`src/verilog/mbfrm_regs.svh`:
```
// constants of the serial-line master framer
`ifndef MBFRM_REGS_SVH
`define MBFRM_REGS_SVH
`define MBFRM_FN_RD_COIL   8'h01
`define MBFRM_FN_RD_DIN    8'h02
`define MBFRM_FN_RD_HREG   8'h03
`define MBFRM_FN_RD_IREG   8'h04
`define MBFRM_FN_WR_COIL   8'h05
`define MBFRM_FN_WR_REG    8'h06
`define MBFRM_FN_WR_COILS  8'h0F
`define MBFRM_FN_WR_REGS   8'h10
`define MBFRM_EXC_FLAG     8'h80
`define MBFRM_COIL_ON      8'hFF
`define MBFRM_COIL_OFF     8'h00
`define MBFRM_ADDR_MIN     8'h01
`define MBFRM_ADDR_MAX     8'hF7
`define MBFRM_CRC_PRESET   16'hFFFF
`define MBFRM_CRC_POLY     16'hA001
`define MBFRM_BUF_BYTES    64
`define MBFRM_BUF_IDX_W    6
`define MBFRM_HDR_LEN      8'h06
`define MBFRM_HDR_LEN_MULT 8'h07
`define MBFRM_RSP_HDR_LEN  8'h03
`define MBFRM_RSP_WR_LEN   8'h06
`define MBFRM_BODY_UNKNOWN 8'hFF
`define MBFRM_SWAP_REG_RST 1'b0
`define MBFRM_SWAP_BIT_RST 1'b0
`define MBFRM_TIMEOUT_CYC  4000000
`endif
```
`src/verilog/mbfrm_pkg.sv`:
```
// types shared by the master framer files
package mbfrm_pkg;
  `include "mbfrm_regs.svh"

  typedef enum logic [3:0] {
    MBFRM_ST_IDLE   = 4'b0001,
    MBFRM_ST_TX     = 4'b0010,
    MBFRM_ST_RX     = 4'b0100,
    MBFRM_ST_COMMIT = 4'b1000
  } mbfrm_fsm_t;

  typedef enum logic [2:0] {
    MBFRM_OK       = 3'h0,
    MBFRM_REJECTED = 3'h1,
    MBFRM_CRC_BAD  = 3'h2,
    MBFRM_MISMATCH = 3'h3,
    MBFRM_EXCEPT   = 3'h4,
    MBFRM_TIMEOUT  = 3'h5
  } mbfrm_status_t;

  typedef enum logic [1:0] {
    MBFRM_IMG_COIL = 2'h0,
    MBFRM_IMG_DIN  = 2'h1,
    MBFRM_IMG_HREG = 2'h2,
    MBFRM_IMG_IREG = 2'h3
  } mbfrm_img_t;

  typedef struct packed {
    logic [7:0]  func;
    logic [7:0]  slave;
    logic [15:0] start;
    logic [15:0] count;
    logic        coil_on;
    logic [15:0] wr_value;
    logic [15:0] img_addr;
  } mbfrm_cmd_t;

  typedef struct packed {
    logic swap_reg;
    logic swap_bit;
  } mbfrm_cfg_t;

  typedef struct packed {
    logic        valid;
    mbfrm_img_t  tgt;
    logic [15:0] addr;
    logic [15:0] data;
  } mbfrm_img_wr_t;
endpackage : mbfrm_pkg

```
`src/verilog/mbfrm_crc_step.sv`:
```
// one byte step of the reflected 16-bit frame check
`timescale 1ns/1ps
module mbfrm_crc_step
  import mbfrm_pkg::*;
(
  input  wire logic [15:0] i_crc,  // running value
  input  wire logic [7:0]  i_byte, // byte to fold in
  output logic      [15:0] o_crc   // value after the byte
);
  always_comb
  begin
    logic [15:0] c;
    c = i_crc ^ {8'h00, i_byte};
    for (int b = 0; b < 8; b++)
    begin
      if (c[0])
        c = (c >> 1) ^ `MBFRM_CRC_POLY;
      else
        c = c >> 1;
    end
    o_crc = c;
  end
endmodule : mbfrm_crc_step

```
`src/verilog/mbfrm_master.sv`:
```
// query builder and response parser of the serial-line master
`timescale 1ns/1ps
module mbfrm_master
  import mbfrm_pkg::*;
#(
  parameter int TIMEOUT_CYCLES = `MBFRM_TIMEOUT_CYC
)
(
  input  wire logic                    i_core_clk,    // 40 MHz clock
  input  wire logic                    i_rst_n,       // async reset
  input  wire logic                    i_cmd_valid,   // command offered
  input  wire mbfrm_pkg::mbfrm_cmd_t   i_cmd,         // command fields
  output logic                         o_cmd_ready,   // idle, takes cmd
  input  wire logic                    i_cfg_wr,      // store settings
  input  wire mbfrm_pkg::mbfrm_cfg_t   i_cfg,         // swap settings
  output mbfrm_pkg::mbfrm_cfg_t        o_cfg,         // stored settings
  input  wire logic                    i_factory_req, // arm restore
  input  wire logic                    i_reboot,      // soft reboot
  output logic                         o_restore_pend,// restore armed
  output logic                         o_tx_valid,    // query byte valid
  output logic [7:0]                   o_tx_byte,     // query byte
  input  wire logic                    i_tx_ready,    // line takes byte
  input  wire logic                    i_rx_valid,    // response byte
  input  wire logic [7:0]              i_rx_byte,     // response data
  output mbfrm_pkg::mbfrm_img_t        o_img_rd_tgt,  // image to read
  output logic [15:0]                  o_img_rd_addr, // read address
  input  wire logic [15:0]             i_img_rd_data, // read data
  output mbfrm_pkg::mbfrm_img_wr_t     o_img_wr,      // image write
  output logic                         o_done,        // command finished
  output mbfrm_pkg::mbfrm_status_t     o_status,      // outcome
  output logic [7:0]                   o_exc_code     // exception code
);
  import mbfrm_pkg::*;

  localparam int BUF_N = `MBFRM_BUF_BYTES;

  typedef struct packed {
    mbfrm_fsm_t            fsm;
    mbfrm_cmd_t            cmd;
    mbfrm_cfg_t            cfg;
    logic                  restore_pend;
    logic [7:0]            idx;
    logic [7:0]            body;
    logic [15:0]           crc;
    logic                  bad_hdr;
    logic                  bad_crc;
    logic                  exc;
    logic [31:0]           timer;
    logic                  tx_valid;
    logic [7:0]            tx_byte;
    logic [BUF_N-1:0][7:0] buf_q;
    mbfrm_img_wr_t         img_wr;
    logic                  done;
    mbfrm_status_t         status;
    logic [7:0]            exc_code;
  } mbfrm_state_t;

  mbfrm_state_t st_reg;
  mbfrm_state_t st_next;
  logic [1:0]   rst_sync_reg;
  logic         rst_n;
  logic [15:0]  crc_tx;
  logic [15:0]  crc_rx;
  logic [7:0]   tx_nb;

  function automatic logic f_is_bit_rd(input logic [7:0] fn);
    return fn == `MBFRM_FN_RD_COIL || fn == `MBFRM_FN_RD_DIN;
  endfunction : f_is_bit_rd

  function automatic logic f_is_read(input logic [7:0] fn);
    return f_is_bit_rd(fn) || fn == `MBFRM_FN_RD_HREG ||
           fn == `MBFRM_FN_RD_IREG;
  endfunction : f_is_read

  function automatic logic f_is_multi(input logic [7:0] fn);
    return fn == `MBFRM_FN_WR_COILS || fn == `MBFRM_FN_WR_REGS;
  endfunction : f_is_multi

  // bytes carried by a data field of this command
  function automatic logic [7:0] f_data_bytes(input mbfrm_cmd_t c);
    logic [15:0] n;
    if (f_is_bit_rd(c.func) || c.func == `MBFRM_FN_WR_COILS)
      n = (c.count + 16'h0007) >> 3;
    else
      n = c.count << 1;
    return n[7:0];
  endfunction : f_data_bytes

  function automatic logic f_cmd_ok(input mbfrm_cmd_t c);
    logic fn_ok;
    logic ad_ok;
    logic multi;
    logic [16:0] n;
    fn_ok = f_is_read(c.func) || c.func == `MBFRM_FN_WR_COIL ||
            c.func == `MBFRM_FN_WR_REG || f_is_multi(c.func);
    ad_ok = c.slave >= `MBFRM_ADDR_MIN &&
            c.slave <= `MBFRM_ADDR_MAX;
    multi = f_is_read(c.func) || f_is_multi(c.func);
    // the response buffer bounds how many items one query may move
    if (f_is_bit_rd(c.func) || c.func == `MBFRM_FN_WR_COILS)
      n = ({1'b0, c.count} + 17'h00007) >> 3;
    else
      n = {c.count, 1'b0};
    return fn_ok && ad_ok &&
           (!multi || (c.count != 16'h0000 &&
                       n <= 17'(BUF_N)));
  endfunction : f_cmd_ok

  function automatic mbfrm_img_t f_tgt(input logic [7:0] fn);
    case (fn)
      `MBFRM_FN_RD_COIL, `MBFRM_FN_WR_COILS: return MBFRM_IMG_COIL;
      `MBFRM_FN_RD_DIN:  return MBFRM_IMG_DIN;
      `MBFRM_FN_RD_IREG: return MBFRM_IMG_IREG;
      default:           return MBFRM_IMG_HREG;
    endcase
  endfunction : f_tgt

  // pair swap of bit bytes; an odd last byte stays in place
  function automatic logic [7:0] f_bit_idx(input logic [7:0] k,
                                           input logic [7:0] n,
                                           input logic       sw);
    logic [7:0] p;
    p = {k[7:1], ~k[0]};
    return (sw && p < n) ? p : k;
  endfunction : f_bit_idx

  always_ff @(posedge i_core_clk or negedge i_rst_n)
  begin
    if (!i_rst_n)
      rst_sync_reg <= 2'b00;
    else
      rst_sync_reg <= {rst_sync_reg[0], 1'b1};
  end
  assign rst_n = rst_sync_reg[1];

  mbfrm_crc_step u_crc_tx (
    .i_crc  (st_reg.crc),
    .i_byte (tx_nb),
    .o_crc  (crc_tx)
  );

  mbfrm_crc_step u_crc_rx (
    .i_crc  (st_reg.crc),
    .i_byte (i_rx_byte),
    .o_crc  (crc_rx)
  );

  // next query byte at index idx, with the image read it needs
  always_comb
  begin
    logic [7:0] k;
    logic       multi;
    logic [7:0] hdr;
    logic [7:0] nd;
    logic [7:0] src;
    k     = st_reg.idx - `MBFRM_HDR_LEN_MULT;
    multi = f_is_multi(st_reg.cmd.func);
    hdr   = multi ? `MBFRM_HDR_LEN_MULT : `MBFRM_HDR_LEN;
    nd    = multi ? f_data_bytes(st_reg.cmd) : 8'h00;
    src   = f_bit_idx(k, nd, st_reg.cfg.swap_bit);
    o_img_rd_tgt  = f_tgt(st_reg.cmd.func);
    if (st_reg.cmd.func == `MBFRM_FN_WR_COILS)
      o_img_rd_addr = st_reg.cmd.img_addr + {8'h00, src};
    else
      o_img_rd_addr = st_reg.cmd.img_addr + {9'h000, k[7:1]};
    case (st_reg.idx)
      8'h00: tx_nb = st_reg.cmd.slave;
      8'h01: tx_nb = st_reg.cmd.func;
      8'h02: tx_nb = st_reg.cmd.start[15:8];
      8'h03: tx_nb = st_reg.cmd.start[7:0];
      8'h04:
      begin
        if (st_reg.cmd.func == `MBFRM_FN_WR_COIL)
          tx_nb = st_reg.cmd.coil_on ? `MBFRM_COIL_ON
                                     : `MBFRM_COIL_OFF;
        else if (st_reg.cmd.func == `MBFRM_FN_WR_REG)
          tx_nb = st_reg.cmd.wr_value[15:8];
        else
          tx_nb = st_reg.cmd.count[15:8];
      end
      8'h05:
      begin
        if (st_reg.cmd.func == `MBFRM_FN_WR_COIL)
          tx_nb = `MBFRM_COIL_OFF;
        else if (st_reg.cmd.func == `MBFRM_FN_WR_REG)
          tx_nb = st_reg.cmd.wr_value[7:0];
        else
          tx_nb = st_reg.cmd.count[7:0];
      end
      default:
      begin
        if (st_reg.idx == hdr + nd)
          tx_nb = st_reg.crc[7:0];
        else if (st_reg.idx == hdr + nd + 8'h01)
          tx_nb = st_reg.crc[15:8];
        else if (st_reg.idx == 8'h06)
          tx_nb = nd;
        else if (st_reg.cmd.func == `MBFRM_FN_WR_COILS)
          tx_nb = i_img_rd_data[7:0];
        else if (k[0] ^ st_reg.cfg.swap_reg)
          tx_nb = i_img_rd_data[7:0];
        else
          tx_nb = i_img_rd_data[15:8];
      end
    endcase
  end

  always_comb
  begin
    logic [7:0] body_tx;
    logic [7:0] nd;
    logic [7:0] src;
    logic [7:0] lo;
    logic [7:0] hi;
    st_next = st_reg;
    st_next.done = 1'b0;
    st_next.img_wr.valid = 1'b0;
    nd      = f_data_bytes(st_reg.cmd);
    body_tx = f_is_multi(st_reg.cmd.func) ? `MBFRM_HDR_LEN_MULT + nd
                                          : `MBFRM_HDR_LEN;
    src     = f_bit_idx(st_reg.idx, nd, st_reg.cfg.swap_bit);
    lo      = st_reg.buf_q[st_reg.idx[`MBFRM_BUF_IDX_W-1:0]];
    hi      = st_reg.buf_q[src[`MBFRM_BUF_IDX_W-1:0]];

    if (i_cfg_wr && st_reg.fsm == MBFRM_ST_IDLE)
      st_next.cfg = i_cfg;
    if (i_factory_req)
      st_next.restore_pend = 1'b1;
    if (i_reboot && st_reg.restore_pend)
    begin
      // restore only lands on the reboot after the request
      st_next.cfg.swap_reg = `MBFRM_SWAP_REG_RST;
      st_next.cfg.swap_bit = `MBFRM_SWAP_BIT_RST;
      st_next.restore_pend = i_factory_req;
    end

    case (st_reg.fsm)
      MBFRM_ST_IDLE:
      begin
        if (i_cmd_valid)
        begin
          st_next.cmd = i_cmd;
          st_next.idx = 8'h00;
          st_next.crc = `MBFRM_CRC_PRESET;
          if (f_cmd_ok(i_cmd))
            st_next.fsm = MBFRM_ST_TX;
          else
          begin
            st_next.done   = 1'b1;
            st_next.status = MBFRM_REJECTED;
          end
        end
      end
      MBFRM_ST_TX:
      begin
        if (!st_reg.tx_valid || i_tx_ready)
        begin
          if (st_reg.idx < body_tx + 8'h02)
          begin
            st_next.tx_valid = 1'b1;
            st_next.tx_byte  = tx_nb;
            st_next.idx      = st_reg.idx + 8'h01;
            if (st_reg.idx < body_tx)
              st_next.crc = crc_tx;
          end
          else
          begin
            st_next.tx_valid = 1'b0;
            st_next.fsm      = MBFRM_ST_RX;
            st_next.idx      = 8'h00;
            st_next.body     = `MBFRM_BODY_UNKNOWN;
            st_next.crc      = `MBFRM_CRC_PRESET;
            st_next.bad_hdr  = 1'b0;
            st_next.bad_crc  = 1'b0;
            st_next.exc      = 1'b0;
            st_next.timer    = 32'h00000000;
          end
        end
      end
      MBFRM_ST_RX:
      begin
        st_next.timer = st_reg.timer + 32'h00000001;
        if (i_rx_valid)
        begin
          st_next.timer = 32'h00000000;
          st_next.idx   = st_reg.idx + 8'h01;
          if (st_reg.idx < st_reg.body)
            st_next.crc = crc_rx;
          if (st_reg.idx == 8'h00)
          begin
            if (i_rx_byte != st_reg.cmd.slave)
              st_next.bad_hdr = 1'b1;
          end
          else if (st_reg.idx == 8'h01)
          begin
            if (i_rx_byte == st_reg.cmd.func)
            begin
              if (!f_is_read(st_reg.cmd.func))
                st_next.body = `MBFRM_RSP_WR_LEN;
            end
            else if (i_rx_byte ==
                     (st_reg.cmd.func | `MBFRM_EXC_FLAG))
            begin
              st_next.exc  = 1'b1;
              st_next.body = `MBFRM_RSP_HDR_LEN;
            end
            else
            begin
              st_next.fsm    = MBFRM_ST_IDLE;
              st_next.done   = 1'b1;
              st_next.status = MBFRM_MISMATCH;
            end
          end
          else if (st_reg.idx == 8'h02 && st_reg.exc)
            st_next.exc_code = i_rx_byte;
          else if (st_reg.idx == 8'h02 &&
                   f_is_read(st_reg.cmd.func))
          begin
            if (i_rx_byte == nd)
              st_next.body = `MBFRM_RSP_HDR_LEN + i_rx_byte;
            else
            begin
              st_next.fsm    = MBFRM_ST_IDLE;
              st_next.done   = 1'b1;
              st_next.status = MBFRM_MISMATCH;
            end
          end
          else if (st_reg.idx < st_reg.body)
          begin
            if (f_is_read(st_reg.cmd.func) && !st_reg.exc)
              st_next.buf_q[6'(st_reg.idx - 8'h03)] = i_rx_byte;
          end
          else if (st_reg.idx == st_reg.body)
          begin
            if (i_rx_byte != st_reg.crc[7:0])
              st_next.bad_crc = 1'b1;
          end
          else
          begin
            st_next.done = 1'b1;
            st_next.idx  = 8'h00;
            st_next.fsm  = MBFRM_ST_IDLE;
            if (st_reg.bad_crc || i_rx_byte != st_reg.crc[15:8])
              st_next.status = MBFRM_CRC_BAD;
            else if (st_reg.bad_hdr)
              st_next.status = MBFRM_MISMATCH;
            else if (st_reg.exc)
              st_next.status = MBFRM_EXCEPT;
            else if (f_is_read(st_reg.cmd.func))
            begin
              st_next.done = 1'b0;
              st_next.fsm  = MBFRM_ST_COMMIT;
            end
            else
              st_next.status = MBFRM_OK;
          end
        end
        else if (st_reg.timer >= 32'(TIMEOUT_CYCLES - 1))
        begin
          st_next.fsm    = MBFRM_ST_IDLE;
          st_next.done   = 1'b1;
          st_next.status = MBFRM_TIMEOUT;
        end
      end
      MBFRM_ST_COMMIT:
      begin
        // image is written only after the whole frame checked out
        st_next.img_wr.valid = 1'b1;
        st_next.img_wr.tgt   = f_tgt(st_reg.cmd.func);
        st_next.img_wr.addr  = st_reg.cmd.img_addr +
                               {8'h00, st_reg.idx};
        st_next.idx = st_reg.idx + 8'h01;
        if (f_is_bit_rd(st_reg.cmd.func))
          st_next.img_wr.data = {8'h00, hi};
        else
        begin
          hi = st_reg.buf_q[6'({st_reg.idx[6:0], 1'b0})];
          lo = st_reg.buf_q[6'({st_reg.idx[6:0], 1'b1})];
          st_next.img_wr.data = st_reg.cfg.swap_reg ? {lo, hi}
                                                    : {hi, lo};
        end
        if (f_is_bit_rd(st_reg.cmd.func) ? st_reg.idx + 8'h01 >= nd
            : {st_reg.idx + 8'h01, 1'b0} >= {1'b0, nd})
        begin
          st_next.fsm    = MBFRM_ST_IDLE;
          st_next.done   = 1'b1;
          st_next.status = MBFRM_OK;
        end
      end
      default:
        st_next.fsm = MBFRM_ST_IDLE;
    endcase
  end

  always_ff @(posedge i_core_clk or negedge rst_n)
  begin
    if (!rst_n)
    begin
      st_reg              <= '0;
      st_reg.fsm          <= MBFRM_ST_IDLE;
      st_reg.cfg.swap_reg <= `MBFRM_SWAP_REG_RST;
      st_reg.cfg.swap_bit <= `MBFRM_SWAP_BIT_RST;
      st_reg.crc          <= `MBFRM_CRC_PRESET;
      st_reg.status       <= MBFRM_OK;
      st_reg.img_wr.tgt   <= MBFRM_IMG_COIL;
    end
    else
      st_reg <= st_next;
  end

  assign o_cmd_ready    = st_reg.fsm == MBFRM_ST_IDLE;
  assign o_cfg          = st_reg.cfg;
  assign o_restore_pend = st_reg.restore_pend;
  assign o_tx_valid     = st_reg.tx_valid;
  assign o_tx_byte      = st_reg.tx_byte;
  assign o_img_wr       = st_reg.img_wr;
  assign o_done         = st_reg.done;
  assign o_status       = st_reg.status;
  assign o_exc_code     = st_reg.exc_code;
endmodule : mbfrm_master

```
`config.mk`:
```
export PLATFORM = sky130hd
export DESIGN_NAME = mbfrm_master
export DESIGN_NICKNAME = d
export VERILOG_FILES = /design/src/verilog/mbfrm_pkg.sv /design/src/verilog/mbfrm_crc_step.sv /design/src/verilog/mbfrm_master.sv
export VERILOG_INCLUDE_DIRS = /design/src /design/src/verilog
export SDC_FILE = /design/constraint.sdc
export NUM_CORES = 2
export LEC_CHECK = 0
export BUFFER_PORTS_ARGS = -buffer_cell sky130_fd_sc_hd__buf_2
export CORE_ASPECT_RATIO = 0.7
export CORE_MARGIN = 5
export CORE_UTILIZATION = 35
export CTS_BUF_LIST = sky130_fd_sc_hd__clkbuf_4
export DETAILED_ROUTE_END_ITERATION = 7
export HOLD_SLACK_MARGIN = 0.1
export PLACE_DENSITY_LB_ADDON = 0.2
export SLEW_MARGIN = 20
export SYNTH_ARGS = -nofsm -noshare
export SYNTH_HDL_FRONTEND = slang
export SYNTH_SLANG_ARGS = --single-unit
```
`constraint.sdc`:
```
create_clock -name i_core_clk -period 39.6 [get_ports i_core_clk]
set_input_delay 3.96 -clock i_core_clk [delete_from_list [all_inputs] [get_ports i_core_clk]]
set_output_delay 3.96 -clock i_core_clk [all_outputs]
set_load 0.02 [all_outputs]
```
# Word level (Yosys, flattened, before mapping)
# Cells that the tools add are included.
classes:
  add_sub_neg: 14
  magnitude_cmp: 16
  eq_ne: 70
  mux: 140
  n_bitwise: 25
  n_reduce_logical: 55
ops:
  columns: ["cell", "count"]
  rows:
  - ["$bwmux W512", 1]
  - ["$mux W16", 25]
  - ["$mux W8", 33]
  - ["$mux W4", 32]
  - ["$mux W85", 1]
  - ["$bmux W8 S5", 2]
  - ["$mux W76", 1]
  - ["$eq A8 B3 Y1 const B", 9]
  - ["$mux W35", 2]
  - ["$pmux W35 S2", 1]
  - ["$mux W67", 1]
  - ["$mux W17", 3]
  - ["$bmux W8 S6", 1]
  - ["$demux W8 S6", 1]
  - ["$eq A8 B2 Y1 const B", 6]
  - ["$eq A8 B8 Y1", 6]
  - ["$not A2 Y3", 16]
  - ["$pmux W16 S3", 1]
  - ["$pmux W8 S6", 1]
  - ["$lt A8 B8 Y1", 5]
  - ["$ne A2 B2 Y1 const B", 19]
  - ["$add A16 B8 Y16", 2]
  - ["$add A32 B1 Y32 const B", 1]
  - ["$ge A32 B22 Y1 const B", 1]
  - ["60 further kinds", 149]
totals:
  reg_bits: 725
  input_bits: 115
  output_inout_bits: 78

# Longest topological paths before layout
logic_depth:
  depth_word: 32
  depth_mapped: 32
  mapped_depth_nobuf: 30

# Cells and area by module
# A second synthesis with hierarchy kept.
hier_totals:
  cells_unflattened: 3897
  area_unflattened_um2: 43304.0
by_module_without_submodules:
  columns: ["mod", "instances", "cells_each", "area_each_um2"]
  rows:
  - ["mbfrm_master", 1, 3839, 42736.0]
  - ["mbfrm_crc_step", 2, 29, 284.0]

# Worst setup path before layout
# Ideal clock, no wire load.
synth_path:
  path_type: "register to output"
  start: "register st_reg[631] in the netlist's numbering"
  end: "output o_img_rd_addr[12]"
  arrival_ns: 6.001
  t_required_ns: 35.640
  setup_slack_ns: 29.639
  path_stages_with_launch: 28
  n_path_buf: 6
  cell_sequence: "dfrtp_1 clkbuf_1 buf_1 clkbuf_1 clkbuf_1 buf_1 buf_1 xnor2_1 inv_1 ha_1 a21o_1 a21oi_1 nor2b_1 o21ai_0 nand3b_1 xnor2_1 o21ai_0 ha_1 fa_1 a21o_1 a21oi_1 o21bai_1 a21oi_1 o21bai_1 a21oi_1 nand3b_1 nor2_1 xor2_1"
synth_between:
  elab_chain_cells: 6
synth_lines:
  columns: ["item", "line_no", "text"]
  rows:
  - ["start: declaration", "mbfrm_master.sv:58", "mbfrm_state_t st_reg;"]
  - ["start signal: assignment", "mbfrm_master.sv:408", "st_reg <= st_next;"]
  - ["$sub A8 B3 Y8 (no source line) *", null, null]
  - ["$lt A8 B8 Y1", "mbfrm_master.sv:124", "return (sw && p < n) ? p : k;"]
  - ["$logic_and A1 B1 Y1", "mbfrm_master.sv:124", null]
  - ["$mux W1", "mbfrm_master.sv:124", null]
  - ["$add A16 B8 Y16", "mbfrm_master.sv:163", "o_img_rd_addr = st_reg.cmd.img_addr + {8'h00, src};"]
  - ["$mux W16 *", "mbfrm_master.sv:162", "if (st_reg.cmd.func == `MBFRM_FN_WR_COILS)"]
  - ["end: declaration", "mbfrm_master.sv:26", "output logic [15:0] o_img_rd_addr,"]
# Every way passes the cells marked *; elsewhere a longest branch is shown, timed or not.

# Worst setup path in the final report
layout_path:
  start: "register st_reg[712] in the netlist's numbering"
  end: "output o_img_rd_addr[15]"
layout_between:
  elab_chain_cells: 10
layout_lines:
  columns: ["item", "line_no", "text"]
  rows:
  - ["$eq A8 B1 Y1 or $eq A8 B2 Y1 (tied branches)", null, null]
  - ["$logic_or A1 B1 Y1 (no source line) (2 in a row)", null, null]
  - ["$mux W8", "mbfrm_master.sv:82", "if (f_is_bit_rd(c.func) || c.func == `MBFRM_FN_WR_COILS)"]
  - ["$mux W8", "mbfrm_master.sv:159", "nd = multi ? f_data_bytes(st_reg.cmd) : 8'h00;"]
  - ["$lt A8 B8 Y1", "mbfrm_master.sv:124", null]
  - ["$logic_and A1 B1 Y1", "mbfrm_master.sv:124", null]
  - ["$mux W1", "mbfrm_master.sv:124", null]
  - ["$add A16 B8 Y16", "mbfrm_master.sv:163", null]
  - ["$mux W16 *", "mbfrm_master.sv:162", null]
# Marks and branches as above.

==> reports/summary.md <==
The flow ran to the end, and the final reports show no timing, DRC or antenna violations. The worst register-to-register path begins at st_reg[712]. On the final layout, the worst hold slack is 0.3530 ns. Static timing analysis puts the maximum clock frequency at 0.08069 GHz. The share of cells above drive strength 1 was 0.3976.

The floorplan step defined a die boundary enclosing 130100 sq um. At the end of routability-driven placement, the weighted congestion stood at 0.9505. The max-slew violation count was 0. The number of buffers added to fix hold violations after cts came out at 0. The most common cell after layout, fill and taps aside was dfrtp_1. The synthesized design contains 725 register bits.

The number of buffers and inverters on the critical path is 2. For the global-route wire length before repair, the log shows 217.8 mm. In this run the core area contains 107 standard-cell rows. The final-report setup violation count was 0.

The post-synthesis async set-or-reset flop share works out to 1.000. Across the VDD grid, the largest voltage drop is 0.06683 mV. The longest clock path from root to sink contains 3 buffers.

Main flop type after synthesis: dfrtp_1. The startpoint identified for the worst hold timing path is rst_sync_reg[0]. The slew at the pin closest to its max-slew limit was 1.309 ns. Detailed-router iteration count before antenna repair: 6.

Clock skew on the completed layout was measured at 0.08146 ns. The Yosys step of the flow raised 0 warnings. TritonCTS built the clock tree.

Data arrives at the worst endpoint at 8.43 ns. The run gives 0.2271 as the total routing resource utilization after global routing. For the post-synthesis net count, the log shows 3703.

The tree is rooted in a clkbuf_4. In this design, the largest share of critical-path delay is due to compound AO/OA/AOI/OAI gates. By area the synthesized netlist is led by dfrtp_1 41%, mux4_2 16%, mux2_2 15%. The reported leakage power came out at 21.50 nW.

The run gives 0 as the aggregate global routing overflow. Summed over all nets, the half-perimeter wirelength after detailed placement is 103.5 mm. The logs give 0 for the number of failing hold endpoints at the final stage and 725 for the clock sink count. The tools report the initial antenna violation count as 15. The share of the clock period used by the worst path after layout works out to 0.3129. In this run the horizontal extent of the chip is 428.9 um. The number of different library cells used by synthesis comes to 101.

At the worst endpoint, the required time is 35.64 ns. Across the run, the number of max-cap violations was 0. In this run the worst setup path begins at st_reg[712].

For this run, the post-layout net count is 3853. Post-CTS timing repair inserted 0 buffers for setup. Buffers placed on the I/O ports in this run total 192. The run gives 47640 sq um as the final instance area. The layout overhead on the synthesized area is 10.82%. The final design utilization was 0.3911. Total clock buffers created by CTS: 193. The largest total area in the synthesized netlist belongs to dfrtp_1. The core region is 121800 sq um. The count of cells resized by post-cts repair is 0, and the maximum number of pins on one net before global-route repair is 137. For this block, the initial DRC count from the detailed router was 3022.

Leaving out fill and tap cells, the most frequent cells in the layout are 703 x dfrtp_1, 582 x mux2_2, 302 x mux4_2. The count of unresolved DRC violations after routing is 0, and the clock period minus final worst setup slack is 12.39 ns. The logs give 0.4225 for the sequential area share after synthesis and 0.3529 for the starting density of the core. The wire length per cell after detailed routing was 27.52 um. The accumulated negative setup slack was 0 ns. In this run the cell area measured after placement is 45190 sq um. The clock-pin slew of the registers on the worst-case setup and hold paths is 0.08 ns. The H-tree was split into 4 levels. Startpoint-to-endpoint class of the critical path: reg2out. The power per unit of standard cell area was 55.04 nW/um^2. The via count of the first global-routing pass is 30.71k, and the count of vias placed by the detailed router is 31.29k. In this run the worst path has a maximum fanout of 21. On the critical path, the stage with the largest delay is an instance of o221ai_1.

The register with the most flip-flops in the layout has 664 of them. In this run the remaining antenna-violating nets after routing total 0. In this run the mean area of a mapped cell was 12.26 sq um. The critical path's largest stage delay came out at 0.72 ns. The worst setup path is captured at an output port. Synthesis handed over a netlist of 3506 instances. The worst slew margin relative to its limit is 0.1251. The critical path launch point type is a flop. Counting flops with a built-in enable in the synthesized netlist gives 0. The ratio of routed vias to standard cells was 5.757.

Setup repair after global routing left no endpoint under its margin. The area fraction of the dominant cell type after synthesis was 0.4121; the top-level port count was 193. For this block, the routed nets add up to 149.6 mm of wire.

Die outline height: 303.2 um. At the later pin of the worst-skew pair, clock insertion delay measures 1.14 ns. Summing every instance area after synthesis gives 42990 sq um. The min-delay analysis places its worst path in the category reg2reg.
==> metal layers <==
layer,up-vias,wire (um),track usage
li1,13440,-,-
met1,16260,69680,0.3456
met2,1383,58580,0.2929
met3,204,17480,0.08711
met4,8,3645,0.06658
met5,-,191,0.01056
==> path summary, 6_finish.rpt <==
| path | endpoint | slack [ns] | cells after the start |
|---|---|---|---|
| min in group asynchronous | o_exc_code[5] | 0.37 | 0 |
| worst min register to register | rst_sync_reg[1] | 0.35 | 0 |
| worst min-delay path | rst_sync_reg[1] | 0.35 | 0 |
| worst max-delay path | o_img_rd_addr[15] | 27.21 | 31 |
| worst max register to register | o_img_wr[3] | 31.48 | 23 |
| max in group asynchronous | st_reg[98] | 36.60 | 3 |
==> metrics by stage <==
step           std cells  setup slack, ns  power, W
6_report            5436            27.21  0.002622
5_1_grt             5429            26.54  0.002762
4_1_cts             5424            27.08  0.002628
3_5_place_dp        5095            28.39  0.001931
3_3_place_gp        5095            28.41  0.001930
2_1_floorplan       3506            17.93  0.001631
==> cell usage after synthesis (all sizes together) (70+ instances only) <==
| cell type | n |
|---|---|
| dfrtp | 708 |
| mux2 | 583 |
| mux4 | 302 |
| nand2 | 235 |
| nor2 | 220 |
| clkbuf | 194 |
| o21ai | 157 |
| buf | 106 |
| xnor2 | 105 |
| a21oi | 100 |
| ha | 80 |
| mux2i | 70 |
==> report_power, final <==
part           internal (W)  leakage [nW]  switching (W)
logic              0.000402          10.2       0.000617
registers          0.000815          9.82       0.000107
clock network      0.000344          1.43       0.000337
==> kinds of logic after synthesis <==
kind of cell,after synthesis,synth area share
buf+inv,362,0.03760
xor+xnor,167,0.03519
mux,955,0.3277
other cells,1,0.00008723
fa+ha+maj,82,0.02421
simple gates,742,0.08141
compound gates,472,0.07131
flops,725,0.4225
==> worst register-to-register path, stage by stage, from the launching register on <==
cell	delay, ns
dfrtp_1	0.63
nor4b_2	0.36
o31a_4	0.36
inv_2	0.21
o21a_1	0.21
o221ai_1	0.72
ha_1	0.37
nor2b_1	0.13
o21a_1	0.16
o21a_1	0.16
o21a_1	0.16
o21a_1	0.17
o21a_1	0.17
o21ai_0	0.20
nand3b_1	0.15
xnor2_2	0.22
buf_12	0.51
buf_4	0.82
mux4_2	0.46
o22ai_1	0.68
nor4_1	0.32
a2111oi_0	0.47
a311oi_1	0.10
a221o_1	0.28
==> area by class of cell <==
| class | count | area, sq um |
|---|---|---|
| multi-input cells | 2419 | 23270 |
| well taps | 1635 | 2046 |
| diodes | 11 | 27.53 |
| fillers | 11950 | 74190 |
| inverters | 62 | 232.7 |
| clock buffers | 276 | 2072 |
| clock inverters | 53 | 335.3 |
| repair buffers | 255 | 1471 |
| flip-flops and latches | 725 | 18180 |
Power figures use the tool's default switching activity.
